## config.mk

```make
export PLATFORM = sky130hd
export DESIGN_NAME = wpsd_top
export DESIGN_NICKNAME = d
export VERILOG_FILES = /design/src/design/wpsd_pkg.sv /design/src/design/wpsd_top.sv /design/src/design/wpsd_sync.sv /design/src/design/wpsd_dbnc.sv
export VERILOG_INCLUDE_DIRS = /design/src /design/src/design
export SDC_FILE = /design/constraint.sdc
export NUM_CORES = 1
export LEC_CHECK = 0
export BUFFER_PORTS_ARGS = -buffer_cell sky130_fd_sc_hd__buf_2
export CORE_ASPECT_RATIO = 1.2
export CORE_MARGIN = 10
export CORE_UTILIZATION = 45
export DETAILED_ROUTE_END_ITERATION = 10
export PLACE_DENSITY = 0.71
export SLEW_MARGIN = 0
export SYNTH_ARGS = -nofsm -noshare
export SYNTH_HDL_FRONTEND = slang
export SYNTH_SLANG_ARGS = --single-unit
```

## constraint.sdc

```tcl
create_clock -name hclk -period 3.8 [get_ports hclk]
set_input_delay 0.38 -clock hclk [delete_from_list [all_inputs] [get_ports hclk]]
set_output_delay 0.38 -clock hclk [all_outputs]
set_load 0.02 [all_outputs]
```

## src/design/wpsd_params.svh

```systemverilog
// Register map, reset values, field positions and timing counts of the wake pin block
`ifndef WPSD_PARAMS_SVH
`define WPSD_PARAMS_SVH

// ==========================================================================
// Register byte offsets
`define WPSD_OFF_CTRL2    8'h00
`define WPSD_OFF_DATA     8'h04
`define WPSD_OFF_CFG      8'h08
`define WPSD_OFF_STATUS   8'h0C
`define WPSD_OFF_CLEAR    8'h10
`define WPSD_OFF_ENABLE   8'h14

// ==========================================================================
// Reset values
`define WPSD_RST_CTRL2    8'h00
`define WPSD_RST_DATA     3'h0
`define WPSD_RST_CFG      4'h0
`define WPSD_RST_IRQ      3'h0

// ==========================================================================
// Field positions
`define WPSD_CTRL2_DIR_LSB  0
`define WPSD_CTRL2_SMI_LSB  4
`define WPSD_CFG_SCI_LSB    0
`define WPSD_CFG_DEBSEL_BIT 3

// ==========================================================================
// Timing
`define WPSD_CLK_PERIOD_NS  8
`define WPSD_DEB2_TIME_NS   31000
`define WPSD_DEB2_CYCLES    ((`WPSD_DEB2_TIME_NS + `WPSD_CLK_PERIOD_NS - 1) / `WPSD_CLK_PERIOD_NS)

`endif

```

## src/design/wpsd_pkg.sv

```systemverilog
// Types shared by the wake pin block
package wpsd_pkg;

  // ==========================================================================
  // Control register two layout
  typedef struct packed {
    logic       rsvd7;
    logic [2:0] smi_en;
    logic       rsvd3;
    logic [2:0] dir;
  } wpsd_ctrl_t;

  // ==========================================================================
  // Captured AHB address phase
  typedef struct packed {
    logic       wr;
    logic       rd;
    logic [7:0] addr;
  } wpsd_aphase_t;

  // ==========================================================================
  // Events toward the SMI and SCI logic
  typedef struct packed {
    logic       smi;
    logic [2:0] sci;
  } wpsd_evt_t;

endpackage : wpsd_pkg

```

## src/design/wpsd_top.sv

```systemverilog
// Wake pin direction, data and SMI routing with an AHB-Lite register slave
//
// Functional notes
// [RULE1] Pin 2 has an SMI enable bit that resets to 0 and gates its SMI.
// [RULE2] A pin 2 transition counts only after the new level holds for 31 us.
// [RULE3] Software keeps pin 2 an input when it wants an SMI from it.
// [RULE4] With pin 2 SMI enabled its events become SMI, not SCI, and flag SMI status bit 0; the code flags status bit 2 for every pin 2 input event.
// [RULE5] Pin 1 has an SMI enable bit that resets to 0 and gates its SMI.
// [RULE6] Software makes pin 1 an input before relying on its SMI.
// [RULE7] With pin 1 SMI enabled its events become SMI, overriding its SCI enable.
// [RULE8] Pin 0 has an SMI enable bit that resets to 0 and gates its SMI.
// [RULE9] Software makes pin 0 an input so that it can raise an SMI.
// [RULE10] With pin 0 SMI enabled its events become SMI instead of following its SCI enable.
// [RULE11] Pins 1 and 0 use the debounce chosen by the debounce select bit.
// [RULE12] Each pin has a direction bit, 0 input and 1 output.
// [RULE13] Data writes land only on output pins, which read back the last written value.
// [RULE14] Enabled events of all three pins merge into one SMI request.
`timescale 1ns/10ps
`include "wpsd_params.svh"
module wpsd_top #(
  parameter int DEB_ALT_CYCLES = `WPSD_DEB2_CYCLES
) (
  input  wire logic        hclk,
  input  wire logic        hresetn,
  input  wire logic        hsel,
  input  wire logic [31:0] haddr,
  input  wire logic [1:0]  htrans,
  input  wire logic        hwrite,
  input  wire logic [2:0]  hsize,
  input  wire logic [31:0] hwdata,
  input  wire logic        hready,
  output logic             hreadyout,
  output logic [31:0]      hrdata,
  output logic             hresp,
  input  wire logic [2:0]  wake_pin_i,
  output logic [2:0]       wake_pin_o,
  output logic [2:0]       wake_pin_oe,
  output logic             smi_event,
  output logic [2:0]       sci_event,
  output logic             irq
);
  import wpsd_pkg::*;

  localparam int         CW        = 12;
  localparam logic [CW-1:0] DEB2_LIM = CW'(`WPSD_DEB2_CYCLES);
  localparam logic [CW-1:0] ALT_LIM  = CW'(DEB_ALT_CYCLES);

  // ==========================================================================
  // State
  wpsd_ctrl_t   ctrl_q;
  logic [2:0]   data_q;
  logic [3:0]   cfg_q;
  logic [2:0]   stat_q;
  logic [2:0]   ien_q;
  wpsd_aphase_t ap_q;
  logic         rd_wait_q;
  logic         upper_ok_q;
  logic [2:0]   wake_sync;
  logic [2:0]   deb_level;
  logic [2:0]   deb_edge;

  function automatic logic hit(input wpsd_aphase_t ap, input logic [7:0] off);
    hit = ap.wr && (ap.addr == off);
  endfunction : hit

  // ==========================================================================
  // AHB-Lite address phase decode
  wire          take_ap  = hsel && htrans[1] && hready && hreadyout;
  wire          word_ok  = (hsize == 3'h2) && (haddr[1:0] == 2'h0);
  wpsd_aphase_t ap_d;
  assign ap_d.wr   = take_ap && hwrite && word_ok;
  assign ap_d.rd   = take_ap && !hwrite;
  assign ap_d.addr = haddr[7:0];

  wire wr_ctrl  = hit(ap_q, `WPSD_OFF_CTRL2);
  wire wr_data  = hit(ap_q, `WPSD_OFF_DATA);
  wire wr_cfg   = hit(ap_q, `WPSD_OFF_CFG);
  wire wr_clear = hit(ap_q, `WPSD_OFF_CLEAR);
  wire wr_ien   = hit(ap_q, `WPSD_OFF_ENABLE);
  wire upper_ok = (haddr[31:8] == 24'h000000);

  // ==========================================================================
  // Register next values
  wpsd_ctrl_t ctrl_d;
  assign ctrl_d = wr_ctrl ? wpsd_ctrl_t'({1'b0, hwdata[6:4], 1'b0, hwdata[2:0]}) : ctrl_q;

  // Input pins keep their stored bit; only output bits take the write
  wire [2:0] data_d = wr_data ? ((data_q & ~ctrl_q.dir) | (hwdata[2:0] & ctrl_q.dir)) : data_q; // see [RULE13]
  wire [3:0] cfg_d  = wr_cfg ? hwdata[3:0] : cfg_q;
  wire [2:0] ien_d  = wr_ien ? hwdata[2:0] : ien_q;

  // ==========================================================================
  // Pin path
  wpsd_sync #(
    .W (3)
  ) u_sync (
    .clk   (hclk),
    .rst_n (hresetn),
    .d     (wake_pin_i),
    .q     (wake_sync)
  );

  wire debsel = cfg_q[`WPSD_CFG_DEBSEL_BIT];

  // Pin 2 is fixed; pins 1 and 0 follow the select, sync-only when clear
  genvar gi;
  generate
    for (gi = 0; gi < 3; gi++) begin : g_deb
      wpsd_dbnc #(
        .CW (CW)
      ) u_dbnc (
        .clk     (hclk),
        .rst_n   (hresetn),
        .sig     (wake_sync[gi]),
        .bypass  ((gi == 2) ? 1'b0 : !debsel),   // see [RULE11]
        .limit   ((gi == 2) ? DEB2_LIM : ALT_LIM), // see [RULE2]
        .level_q (deb_level[gi]),
        .edge_q  (deb_edge[gi])
      );
    end
  endgenerate

  // ==========================================================================
  // Event routing
  // Outputs never raise events: a driven pin would only see its own drive
  wire [2:0] pin_ev  = deb_edge & ~ctrl_q.dir;                       // see [RULE3] see [RULE6] see [RULE9] see [RULE12]
  wire [2:0] smi_vec = pin_ev & ctrl_q.smi_en;                       // see [RULE1] see [RULE5] see [RULE8]
  wire [2:0] sci_vec = pin_ev & ~ctrl_q.smi_en & cfg_q[2:0];         // see [RULE4] see [RULE7] see [RULE10]
  wire       smi_any = |smi_vec;                                     // see [RULE14]

  // Set beats clear in the same cycle
  wire [2:0] stat_d  = (stat_q & ~(wr_clear ? hwdata[2:0] : 3'h0)) | pin_ev;
  wire       irq_d   = |(stat_d & ien_d);

  // ==========================================================================
  // Read mux
  wire [2:0]  pin_view = (data_q & ctrl_q.dir) | (deb_level & ~ctrl_q.dir); // see [RULE13]
  wire [31:0] rd_mux   =
    (ap_q.addr == `WPSD_OFF_CTRL2)  ? {24'h000000, ctrl_q}           :
    (ap_q.addr == `WPSD_OFF_DATA)   ? {29'h00000000, pin_view}       :
    (ap_q.addr == `WPSD_OFF_CFG)    ? {28'h0000000, cfg_q}           :
    (ap_q.addr == `WPSD_OFF_STATUS) ? {29'h00000000, stat_q}         :
    (ap_q.addr == `WPSD_OFF_ENABLE) ? {29'h00000000, ien_q}          :
                                      32'h00000000;

  // ==========================================================================
  // Registers
  always_ff @(posedge hclk or negedge hresetn) begin
    if (!hresetn) begin
      ctrl_q <= wpsd_ctrl_t'(`WPSD_RST_CTRL2);   // see [RULE1] see [RULE5] see [RULE8]
      data_q <= `WPSD_RST_DATA;
      cfg_q  <= `WPSD_RST_CFG;
      stat_q <= `WPSD_RST_IRQ;
      ien_q  <= `WPSD_RST_IRQ;
    end else begin
      ctrl_q <= ctrl_d;
      data_q <= data_d;
      cfg_q  <= cfg_d;
      stat_q <= stat_d;
      ien_q  <= ien_d;
    end
  end

  // Reads insert one wait state so a write just before is already visible
  always_ff @(posedge hclk or negedge hresetn) begin
    if (!hresetn) begin
      ap_q      <= '0;
      rd_wait_q <= 1'b0;
      hreadyout <= 1'b1;
      hrdata    <= 32'h00000000;
    end else begin
      ap_q      <= rd_wait_q ? '0 : wpsd_aphase_t'({ap_d.wr && upper_ok, ap_d.rd, ap_d.addr});
      rd_wait_q <= ap_d.rd;
      hreadyout <= !ap_d.rd;
      hrdata    <= rd_wait_q ? (upper_ok_q ? rd_mux : 32'h00000000) : hrdata;
    end
  end

  // Upper address check is kept for the data phase of a read
  always_ff @(posedge hclk or negedge hresetn) begin
    if (!hresetn) begin
      upper_ok_q <= 1'b0;
    end else begin
      upper_ok_q <= upper_ok;
    end
  end

  // ==========================================================================
  // Outputs
  always_ff @(posedge hclk or negedge hresetn) begin
    if (!hresetn) begin
      wake_pin_o  <= 3'h0;
      wake_pin_oe <= 3'h0;
      smi_event   <= 1'b0;
      sci_event   <= 3'h0;
      irq         <= 1'b0;
    end else begin
      wake_pin_o  <= data_d;
      wake_pin_oe <= ctrl_d.dir;   // see [RULE12]
      smi_event   <= smi_any;      // see [RULE4] see [RULE14]
      sci_event   <= sci_vec;
      irq         <= irq_d;
    end
  end

  assign hresp = 1'b0;
endmodule : wpsd_top

```

## src/design/wpsd_sync.sv

```systemverilog
// Two flip-flop synchroniser for asynchronous pin levels
`timescale 1ns/10ps
module wpsd_sync #(
  parameter int W = 3
) (
  input  wire logic         clk,
  input  wire logic         rst_n,
  input  wire logic [W-1:0] d,
  output logic      [W-1:0] q
);
  logic [W-1:0] meta_q;

  always_ff @(posedge clk or negedge rst_n) begin
    if (!rst_n) begin
      meta_q <= '0;
      q      <= '0;
    end else begin
      meta_q <= d;
      q      <= meta_q;
    end
  end
endmodule : wpsd_sync

```

## src/design/wpsd_dbnc.sv

```systemverilog
// Debouncer: a new level is taken once it has held for limit cycles
`timescale 1ns/10ps
module wpsd_dbnc #(
  parameter int CW = 12
) (
  input  wire logic          clk,
  input  wire logic          rst_n,
  input  wire logic          sig,
  input  wire logic          bypass,
  input  wire logic [CW-1:0] limit,
  output logic               level_q,
  output logic               edge_q
);
  logic [CW-1:0] cnt_q;
  logic [CW-1:0] cnt_d;
  wire           differ = (sig != level_q);
  wire           take   = differ && (bypass || (cnt_q >= limit - CW'(1)));

  assign cnt_d = (!differ || take) ? '0 : cnt_q + CW'(1);

  always_ff @(posedge clk or negedge rst_n) begin
    if (!rst_n) begin
      cnt_q   <= '0;
      level_q <= 1'b0;
      edge_q  <= 1'b0;
    end else begin
      cnt_q   <= cnt_d;
      level_q <= take ? sig : level_q;
      edge_q  <= take;
    end
  end
endmodule : wpsd_dbnc

```

---- After elaboration in Yosys (flattened, before gate mapping) ----
Cells that the tools add are included.
cells by class
  add/subtract/negate cells ............... 3
  order comparisons ....................... 3
  equality and inequality tests ........... 9
  mux-type cells .......................... 12
  bitwise logic cells ..................... 16
  reduce and logical (&&, ||, !) cells .... 32
operator list
  operator                                                               number
  12-bit by 1-bit adder with 12-bit output, second input constant        3
  12-bit >= comparator, second input constant                            3
  12-bit 2-to-1 mux                                                      3
  3-bit bitwise AND                                                      10
  24-bit logical NOT                                                     1
  8-bit by 4-bit equality test with 1-bit output, second input constant  2
  8-bit by 5-bit equality test with 1-bit output, second input constant  2
  1-bit logical AND                                                      16
  7-bit 2-to-1 mux                                                       2
  3-bit 2-to-1 mux                                                       4
  10-bit 2-to-1 mux                                                      1
  3-bit NOT                                                              3
  3-bit bitwise OR                                                       3
  8-bit by 3-bit equality test with 1-bit output, second input constant  1
  8-bit logical NOT                                                      1
  4-bit 2-to-1 mux                                                       2
  1-bit logical NOT                                                      6
  3-bit OR reduction                                                     2
  1-bit logical OR                                                       5
  3-bit by 2-bit equality test with 1-bit output, second input constant  1
  1-bit inequality test                                                  3
  2-bit logical NOT                                                      1
word-level totals
  bits in registers ....................... 116
  input bits .............................. 77
  output and inout port bits .............. 45
  word-level logic and storage cells ...... 101

---- Longest topological paths before layout ----
Gate-level depths: netlist (run 1).
  word-level depth ........................ 8
  depth in mapped cells ................... 8

---- Cells and area by module ----
A second synthesis (run 1) with hierarchy kept.
unflattened totals
  cells, all modules ...................... 545
  area, all modules ....................... 5,596.6 µm²
modules (own cells, without submodules)
  module     instances  cells each  area an instance (µm²)
  wpsd_dbnc  3          114         1,077.3
  wpsd_top   1          197         2,214.6
  wpsd_sync  1          6           150.1

---- Worst setup path before layout (run 1) ----
OpenSTA, ideal clock, no wires.
  path kind ............................... register to register
  start ................................... register ap_q[0] in the netlist's numbering
  end ..................................... register irq
  library setup time ...................... 0.124 ns
  data arrival time ....................... 1.904 ns
  required time ........................... 3.676 ns
  setup slack ............................. 1.772 ns
  stages on the path, launching flop included .. 6
  path buffers ............................ 0
  period minus slack after synthesis ...... 2.028 ns
  cells stage by stage .................... dfrtp_1 > or4_4 > nor4_4 > nand2_4 > mux2_4 > a211o_1
on the way
  elaborated cells on any way between the ends .. 11
  those cells by class .................... eq/ne (2); mux (2); bitwise (4); reduce/logical (3)
RTL lines
  what                                            RTL line         text
  start, declared                                 wpsd_top.sv:55   wpsd_aphase_t ap_q;
  start signal, assigned                          wpsd_top.sv:172  ap_q <= rd_wait_q ? '0 : wpsd_aphase_t'({ap_d.wr && upper_ok, ap_d.rd, ap_d.addr});
  8-bit by 5-bit equality test with 1-bit output  wpsd_top.sv:63   hit = ap.wr && (ap.addr == off);
  1-bit logical AND                               wpsd_top.sv:63
  3-bit 2-to-1 mux                                wpsd_top.sv:90   wire [2:0] ien_d = wr_ien ? hwdata[2:0] : ien_q;
  via ien_d[2]                                    wpsd_top.sv:90
  3-bit bitwise AND                               wpsd_top.sv:133  wire irq_d = |(stat_d & ien_d);
  3-bit OR reduction                              wpsd_top.sv:133
  via irq_d                                       wpsd_top.sv:133
  end signal, assigned                            wpsd_top.sv:202  irq <= irq_d;
  end, declared                                   wpsd_top.sv:40   output logic irq
The timed path passes the listed nets, and every way through them passes these cells.
A chain may end at the register's enable or synchronous reset.

---- Final worst setup path (run 1) ----
Same ends and word-level chain as after synthesis.

==> impl_metrics.toml, run 1 <==
[placement]
pre_cts_slack_ns = 1.54
place.detailed.instances = 584
detailedPlacementHpwl_um = 6670
gp_congestion = 0.758
io_buffer_count = 69

[power]
worst_ir_drop_vdd_mv = 0.183
power_density_nw_per_um2 = 398
power_leakage_nw = 2.33

[logic_synthesis]
synth.avg_cell_area_um2 = 10.5
synth_async_sr_flop_share_pct = 100
postSynthRegisterBits = 91
ys_seq_area_share_pct = 53.3
synth_edf_count = 0
synthesis.instances = 407
ys_warn_count = 0
ys.flop_type = "sky130_fd_sc_hd__dfrtp_1"
netlist_area_before_placement_um2 = 4280
synth_cell_types = 44

[setup_path]
worst-r2r-cell-count = 5
timing.critical_path.from_type = "register"
timing.critical_path.slowest_cell_delay_ns = 0.56
cp-startpoint = "ap_q[0]"
reg2reg_setup_slack_ns = 1.54
critPathSlowestCell = "sky130_fd_sc_hd__or4_4"
worst-endpoint-arrival_ns = 2.52
worst_setup_end_kind = "register"
worstReg2RegStart = "ap_q[0]"
critical_path_required_ns = 4.06
cp_cell_sequence = "or4_4 -> nor4_4 -> nand2_4 -> mux2_4 -> a211o_1"
timing.rr.end = "irq"
type_of_the_worst_setup_path = "register to register"
critPathMaxFanout = 8

[layout]
mostFrequentLayoutCell = "sky130_fd_sc_hd__dfrtp_1"
drive_above_1_share_pct = 22.5
finish.net_count = 558
instances_no_fill = 600
most-common-layout-cells = "sky130_fd_sc_hd__dfrtp_1 (90), sky130_fd_sc_hd__buf_2 (68), sky130_fd_sc_hd__nor2_1 (45)"
seqCellArea_um2 = 2280
area_growth_syn_to_fin_pct = 13.7
n_antenna_cell = 0
multi_input_comb_area_um2 = 1760
n_fill_cell = 842
final_cell_utilization_of_the_core_pct = 53.0

[route]
drc = 0
wl_per_cell_um = 15.2
post_drt_via_cell_ratio = 5.07
initialDrtViolationCount = 181
iteration_count_of_the_initial_detailed_routing_pass = 4
ant_nets = 0
totalWireLength_um = 9090
via_count = 3039

[min_path]
holdCritPathClass = "primary input to asynchronous set/reset pin"

[clocking]
tritoncts = "done"
clock_latency_ns = 0.37
cts-buffers-inserted = 9
cts-root-buf = "sky130_fd_sc_hd__clkbuf_8"
ctsHtreeMaxLevel = 3
cts.hold.buffers_added = 0
post_cts.resized_instances = 0
postCtsSetupBuffers = 0
clock_pin_slew_on_the_worst_setup_and_hold_paths_ns = 0.09
cts_max_path_buffers = 2
clock_sink_count = 91

[sta]
layout_min_cycle_time_ns = 2.26
final.setup.worst_slack_ns = 1.54
totalNegativeSetupSlack_ns = 0
setup_viol = 0
grt_setup_unrepaired = "false"
timing.hold.ws_ns = 0.107
worst_slew_pin_slew_ns = 0.877
finalHoldViolCount = 0
fmax_ghz = 0.443
timing.slew.headroom_pct = 41.5
final_max_slew_viol_count = 0
post_route_clock_skew_ns = 0.0107
final.period_utilization_pct = 59.4

[grt]
grt_pass1_vias = 3136
globalRoute.totalOverflow = 0
global_route.usage.total_pct = 13.6
first_pass_grt_wire_length_um = 15100
global_route.usage.met3_pct = 3.65
grt_max_degree = 70
grt_util_met2_pct = 22.0
grt_antenna_before_repair = 0
top_usage_layer = "met2"
use_met1_pct = 16.3

[floorplan]
rows = 38
die_height_um = 127
die-area_um2 = 13800
die-width_um = 109
io-pin-count = 122
floorplan.initialDensity_pct = 46.6
coreArea_um2 = 9180

[run]
cap_violations = 0

[outcome]
outcome = "finished, final reports clean"
-- synth_stat cells, types with 3 or more instances --
| library cell | instances | area share (%) |
|---|---|---|
| sky130_fd_sc_hd__inv_1 | 22 | 1.9 |
| sky130_fd_sc_hd__or3_1 | 3 | 0.44 |
| sky130_fd_sc_hd__a21oi_1 | 8 | 0.94 |
| sky130_fd_sc_hd__clkbuf_1 | 9 | 0.79 |
| sky130_fd_sc_hd__nor4_1 | 9 | 1.3 |
| sky130_fd_sc_hd__and3_1 | 7 | 1.0 |
| sky130_fd_sc_hd__a41oi_1 | 3 | 0.61 |
| sky130_fd_sc_hd__o22ai_1 | 8 | 1.2 |
| sky130_fd_sc_hd__nand3_1 | 16 | 1.9 |
| sky130_fd_sc_hd__nand3b_1 | 3 | 0.53 |
| sky130_fd_sc_hd__mux2i_1 | 3 | 0.70 |
| sky130_fd_sc_hd__nand4_1 | 8 | 1.2 |
| sky130_fd_sc_hd__nor2b_1 | 12 | 1.8 |
| sky130_fd_sc_hd__dfrtp_1 | 90 | 53 |
| sky130_fd_sc_hd__xor2_1 | 21 | 4.3 |
| sky130_fd_sc_hd__nand2_1 | 25 | 2.2 |
| sky130_fd_sc_hd__nand2b_1 | 8 | 1.2 |
| sky130_fd_sc_hd__nor2_1 | 45 | 3.9 |
| sky130_fd_sc_hd__o21ai_0 | 9 | 1.1 |
| sky130_fd_sc_hd__o32ai_1 | 3 | 0.61 |
| sky130_fd_sc_hd__and4_1 | 5 | 1.0 |
| sky130_fd_sc_hd__nor3_1 | 6 | 0.70 |
| sky130_fd_sc_hd__mux2_2 | 15 | 3.9 |
| sky130_fd_sc_hd__ha_1 | 6 | 1.8 |
| sky130_fd_sc_hd__xnor2_1 | 9 | 1.8 |
| sky130_fd_sc_hd__and2_1 | 3 | 0.44 |
| sky130_fd_sc_hd__buf_4 | 29 | 5.1 |
-- cell type report --
type	instances	share of cell area, %
well taps	120	3.09
flip-flops and latches	91	46.9
repair buffers	70	7.31
clock inverters	5	1.75
inverters	22	1.70
multi-input cells	281	36.2
clock buffers	11	3.11
-- power by group --
group	total, W	internal, W	switching, W
combinational	0.000151	0.0000562	0.0000949
clock	0.000756	0.000408	0.000348
sequential	0.00103	0.000995	0.0000310
total	0.00193	0.00146	0.000474
-- cell families after synthesis --
logic type / after synthesis / synth area share, %
compound gates: 40 / 6.00
xor+xnor: 30 / 6.14
fa+ha+maj: 6 / 1.76
buf+inv: 60 / 7.81
flops: 91 / 53.3
mux: 19 / 5.00
other cells: 1 / 0.0877
simple gates: 160 / 19.9
-- per-stage QoR --
stage	cell area, um2	total power [W]
2_1_floorplan	4370	0.00115
3_3_place_gp	4620	0.00119
3_5_place_dp	4620	0.00120
4_1_cts	4860	0.00196
5_1_grt	4860	0.00201
6_report	4860	0.00193
-- worst max path at each step --
stage	endpoint	slack, ns	cells past startpoint
final	irq	1.54	5
after global routing	irq	1.47	5
after CTS	irq	1.54	5
after detailed placement	irq	1.54	5
after global placement	irq	1.57	5
after floorplan	irq	1.77	5
-- flip-flops by register name, summed over array words and instances, names as in the netlist, 4 cells and up, named ones only --
signal	cells
hrdata	7
cfg_q	4
g_deb.u_dbnc.cnt_q	36
ap_q	9
-- worst max-delay path, delay by kind of cell, from the launching register on --
family          cells  cell delay (ns)
mux                 1             0.35
compound gates      1             0.25
flops               1             0.37
simple gates        3             1.19
-- per-layer routing --
metal / vias to the layer above / routed length [um]
met1: 1483 / 3700
met5: - / 0
li1: 1465 / -
met4: 0 / 174
met3: 16 / 656
met2: 75 / 4560
Power figures use the tool's default switching activity.
==> run 2: changes to the inputs <==
clock period = 2.3 ns   (was 3.8 ns; I/O delays follow)
==> run 2 against run 1 <==
Against the previous run: final area rose by 0.62%; critical path type unchanged; via count barely moved; critical path depth fell by 1; combinational power rose by 79%; maximum frequency rose by 8.9%; clock skew barely moved; clock power rose by 36%; first-iteration DRC count fell by 28%.
==> impl_metrics.toml, run 2 (same netlist as run 1, synthesis figures left out) <==
[sta]
finalHoldViolCount = 0
timing.slew.headroom_pct = 55.3
final.period_utilization_pct = 90.1
timing.hold.ws_ns = 0.0853
final_max_slew_viol_count = 0
grt_setup_unrepaired = "false"
layout_min_cycle_time_ns = 2.07
post_route_clock_skew_ns = 0.0111
setup_viol = 0
worst_slew_pin_slew_ns = 0.671
fmax_ghz = 0.483
totalNegativeSetupSlack_ns = 0

[route]
ant_nets = 0
initialDrtViolationCount = 131
via_count = 3038
wl_per_cell_um = 14.4
drc = 0
post_drt_via_cell_ratio = 5.00
iteration_count_of_the_initial_detailed_routing_pass = 4
totalWireLength_um = 8730

[setup_path]
worst-endpoint-arrival_ns = 2.32
worst_setup_end_kind = "register"
worst-r2r-cell-count = 4
type_of_the_worst_setup_path = "register to register"
critPathMaxFanout = 7
critical_path_required_ns = 2.55
reg2reg_setup_slack_ns = 0.23
timing.critical_path.from_type = "register"

[power]
power_density_nw_per_um2 = 611
worst_ir_drop_vdd_mv = 0.283
switchingPower_w = 0.000737
clockPowerShare_pct = 34.6
sw_frac_of_total_pct = 24.7
power_leakage_nw = 2.35
power_frac_seq_pct = 56.4
internal_power_w = 0.00225
combinationalPowerShare_pct = 9.0

[floorplan]
io-pin-count = 122
die-width_um = 109
coreArea_um2 = 9180
floorplan.initialDensity_pct = 46.6
die_height_um = 127
die-area_um2 = 13800
rows = 38

[clocking]
cts-buffers-inserted = 9
clock_pin_slew_on_the_worst_setup_and_hold_paths_ns = 0.08
cts_max_path_buffers = 2
cts-root-buf = "sky130_fd_sc_hd__clkbuf_8"
post_cts.resized_instances = 0
postCtsSetupBuffers = 0
tritoncts = "done"
clock_sink_count = 91
cts.hold.buffers_added = 4
clock_latency_ns = 0.36
ctsHtreeMaxLevel = 3

[layout]
area_growth_syn_to_fin_pct = 14.4
multi_input_comb_area_um2 = 1760
seqCellArea_um2 = 2280
n_fill_cell = 851
largest_register_ffs = 36
mostFrequentLayoutCell = "sky130_fd_sc_hd__dfrtp_1"
finish.net_count = 566
design_area_um2 = 4890
top_register_by_number_of_flip_flops = "g_deb.u_dbnc.cnt_q"
biggestRegsByFlops = "g_deb.u_dbnc.cnt_q x36, ap_q x9, hrdata x7"
most-common-layout-cells = "sky130_fd_sc_hd__dfrtp_1 (90), sky130_fd_sc_hd__buf_2 (68), sky130_fd_sc_hd__nor2_1 (45)"
n_antenna_cell = 0
drive_above_1_share_pct = 22.3

[grt]
first_pass_grt_wire_length_um = 14500
grt_pass1_vias = 3065
grt_max_degree = 54
global_route.usage.total_pct = 12.9
globalRoute.totalOverflow = 0
grt_antenna_before_repair = 0

[min_path]
holdCritPathClass = "primary input to register"
hold_path_depth = 2

[placement]
detailedPlacementHpwl_um = 6660
dpl-instance-area_um2 = 4670
io_buffer_count = 69
gp_congestion = 0.803

[run]
cap_violations = 0

[outcome]
outcome = "finished, final reports clean"
[run 2: layer usage]
metal  part of all wire [%]  wire length [um]  GRT usage [%]
met2                     51              4420           21.0
met4                    2.1               185           6.14
met1                     40              3480           15.2
met5                      0                 0              0
met3                    7.3               641           3.55
[run 2: worst max-delay path, cell delays in order (launching register included)]
cell	delay (ns)
sky130_fd_sc_hd__dfrtp_1	0.37
sky130_fd_sc_hd__or4_4	0.56
sky130_fd_sc_hd__nor2_1	0.25
sky130_fd_sc_hd__nand3_1	0.39
sky130_fd_sc_hd__mux2_2	0.40
[run 2: power groups by stage]
stage | sequential, W | clock (W) | combinational [W]
global placement | 0.00171 | 0 | 0.000259
global route | 0.00169 | 0.00114 | 0.000303
detailed placement | 0.00172 | 0 | 0.000267
floorplan | 0.00171 | 0 | 0.000188
finish | 0.00168 | 0.00103 | 0.000270
CTS | 0.00169 | 0.00107 | 0.000273
[run 2: path summary, 6_finish.rpt]
check / from / to
max: ap_q[0] / wake_pin_oe[0]
min: haddr[6] / ap_q[6]
max reg2reg: ap_q[0] / wake_pin_oe[0]
min reg2reg: u_sync.meta_q[2] / u_sync.q[2]
max in group asynchronous: hresetn / hreadyout
min in group asynchronous: hresetn / g_deb[0].u_dbnc.cnt_q[0]
[run 2: area by class of cell]
cell class,instances,area share [%]
clock buffers,12,2.76
clock inverters,4,0.998
inverters,22,1.69
multi-input cells,281,35.9
flip-flops and latches,91,46.6
well taps,120,3.07
repair buffers,78,8.95
[run 2: through the flow]
stage	power, W	setup WS [ns]	cells	util (%)
after global routing	0.00314	0.0794	608	53.3
after detailed placement	0.00198	0.208	588	50.9
after CTS	0.00303	0.210	608	53.3
after global placement	0.00197	0.253	588	50.9
after floorplan	0.00190	0.272	432	-
final	0.00299	0.228	608	53.3
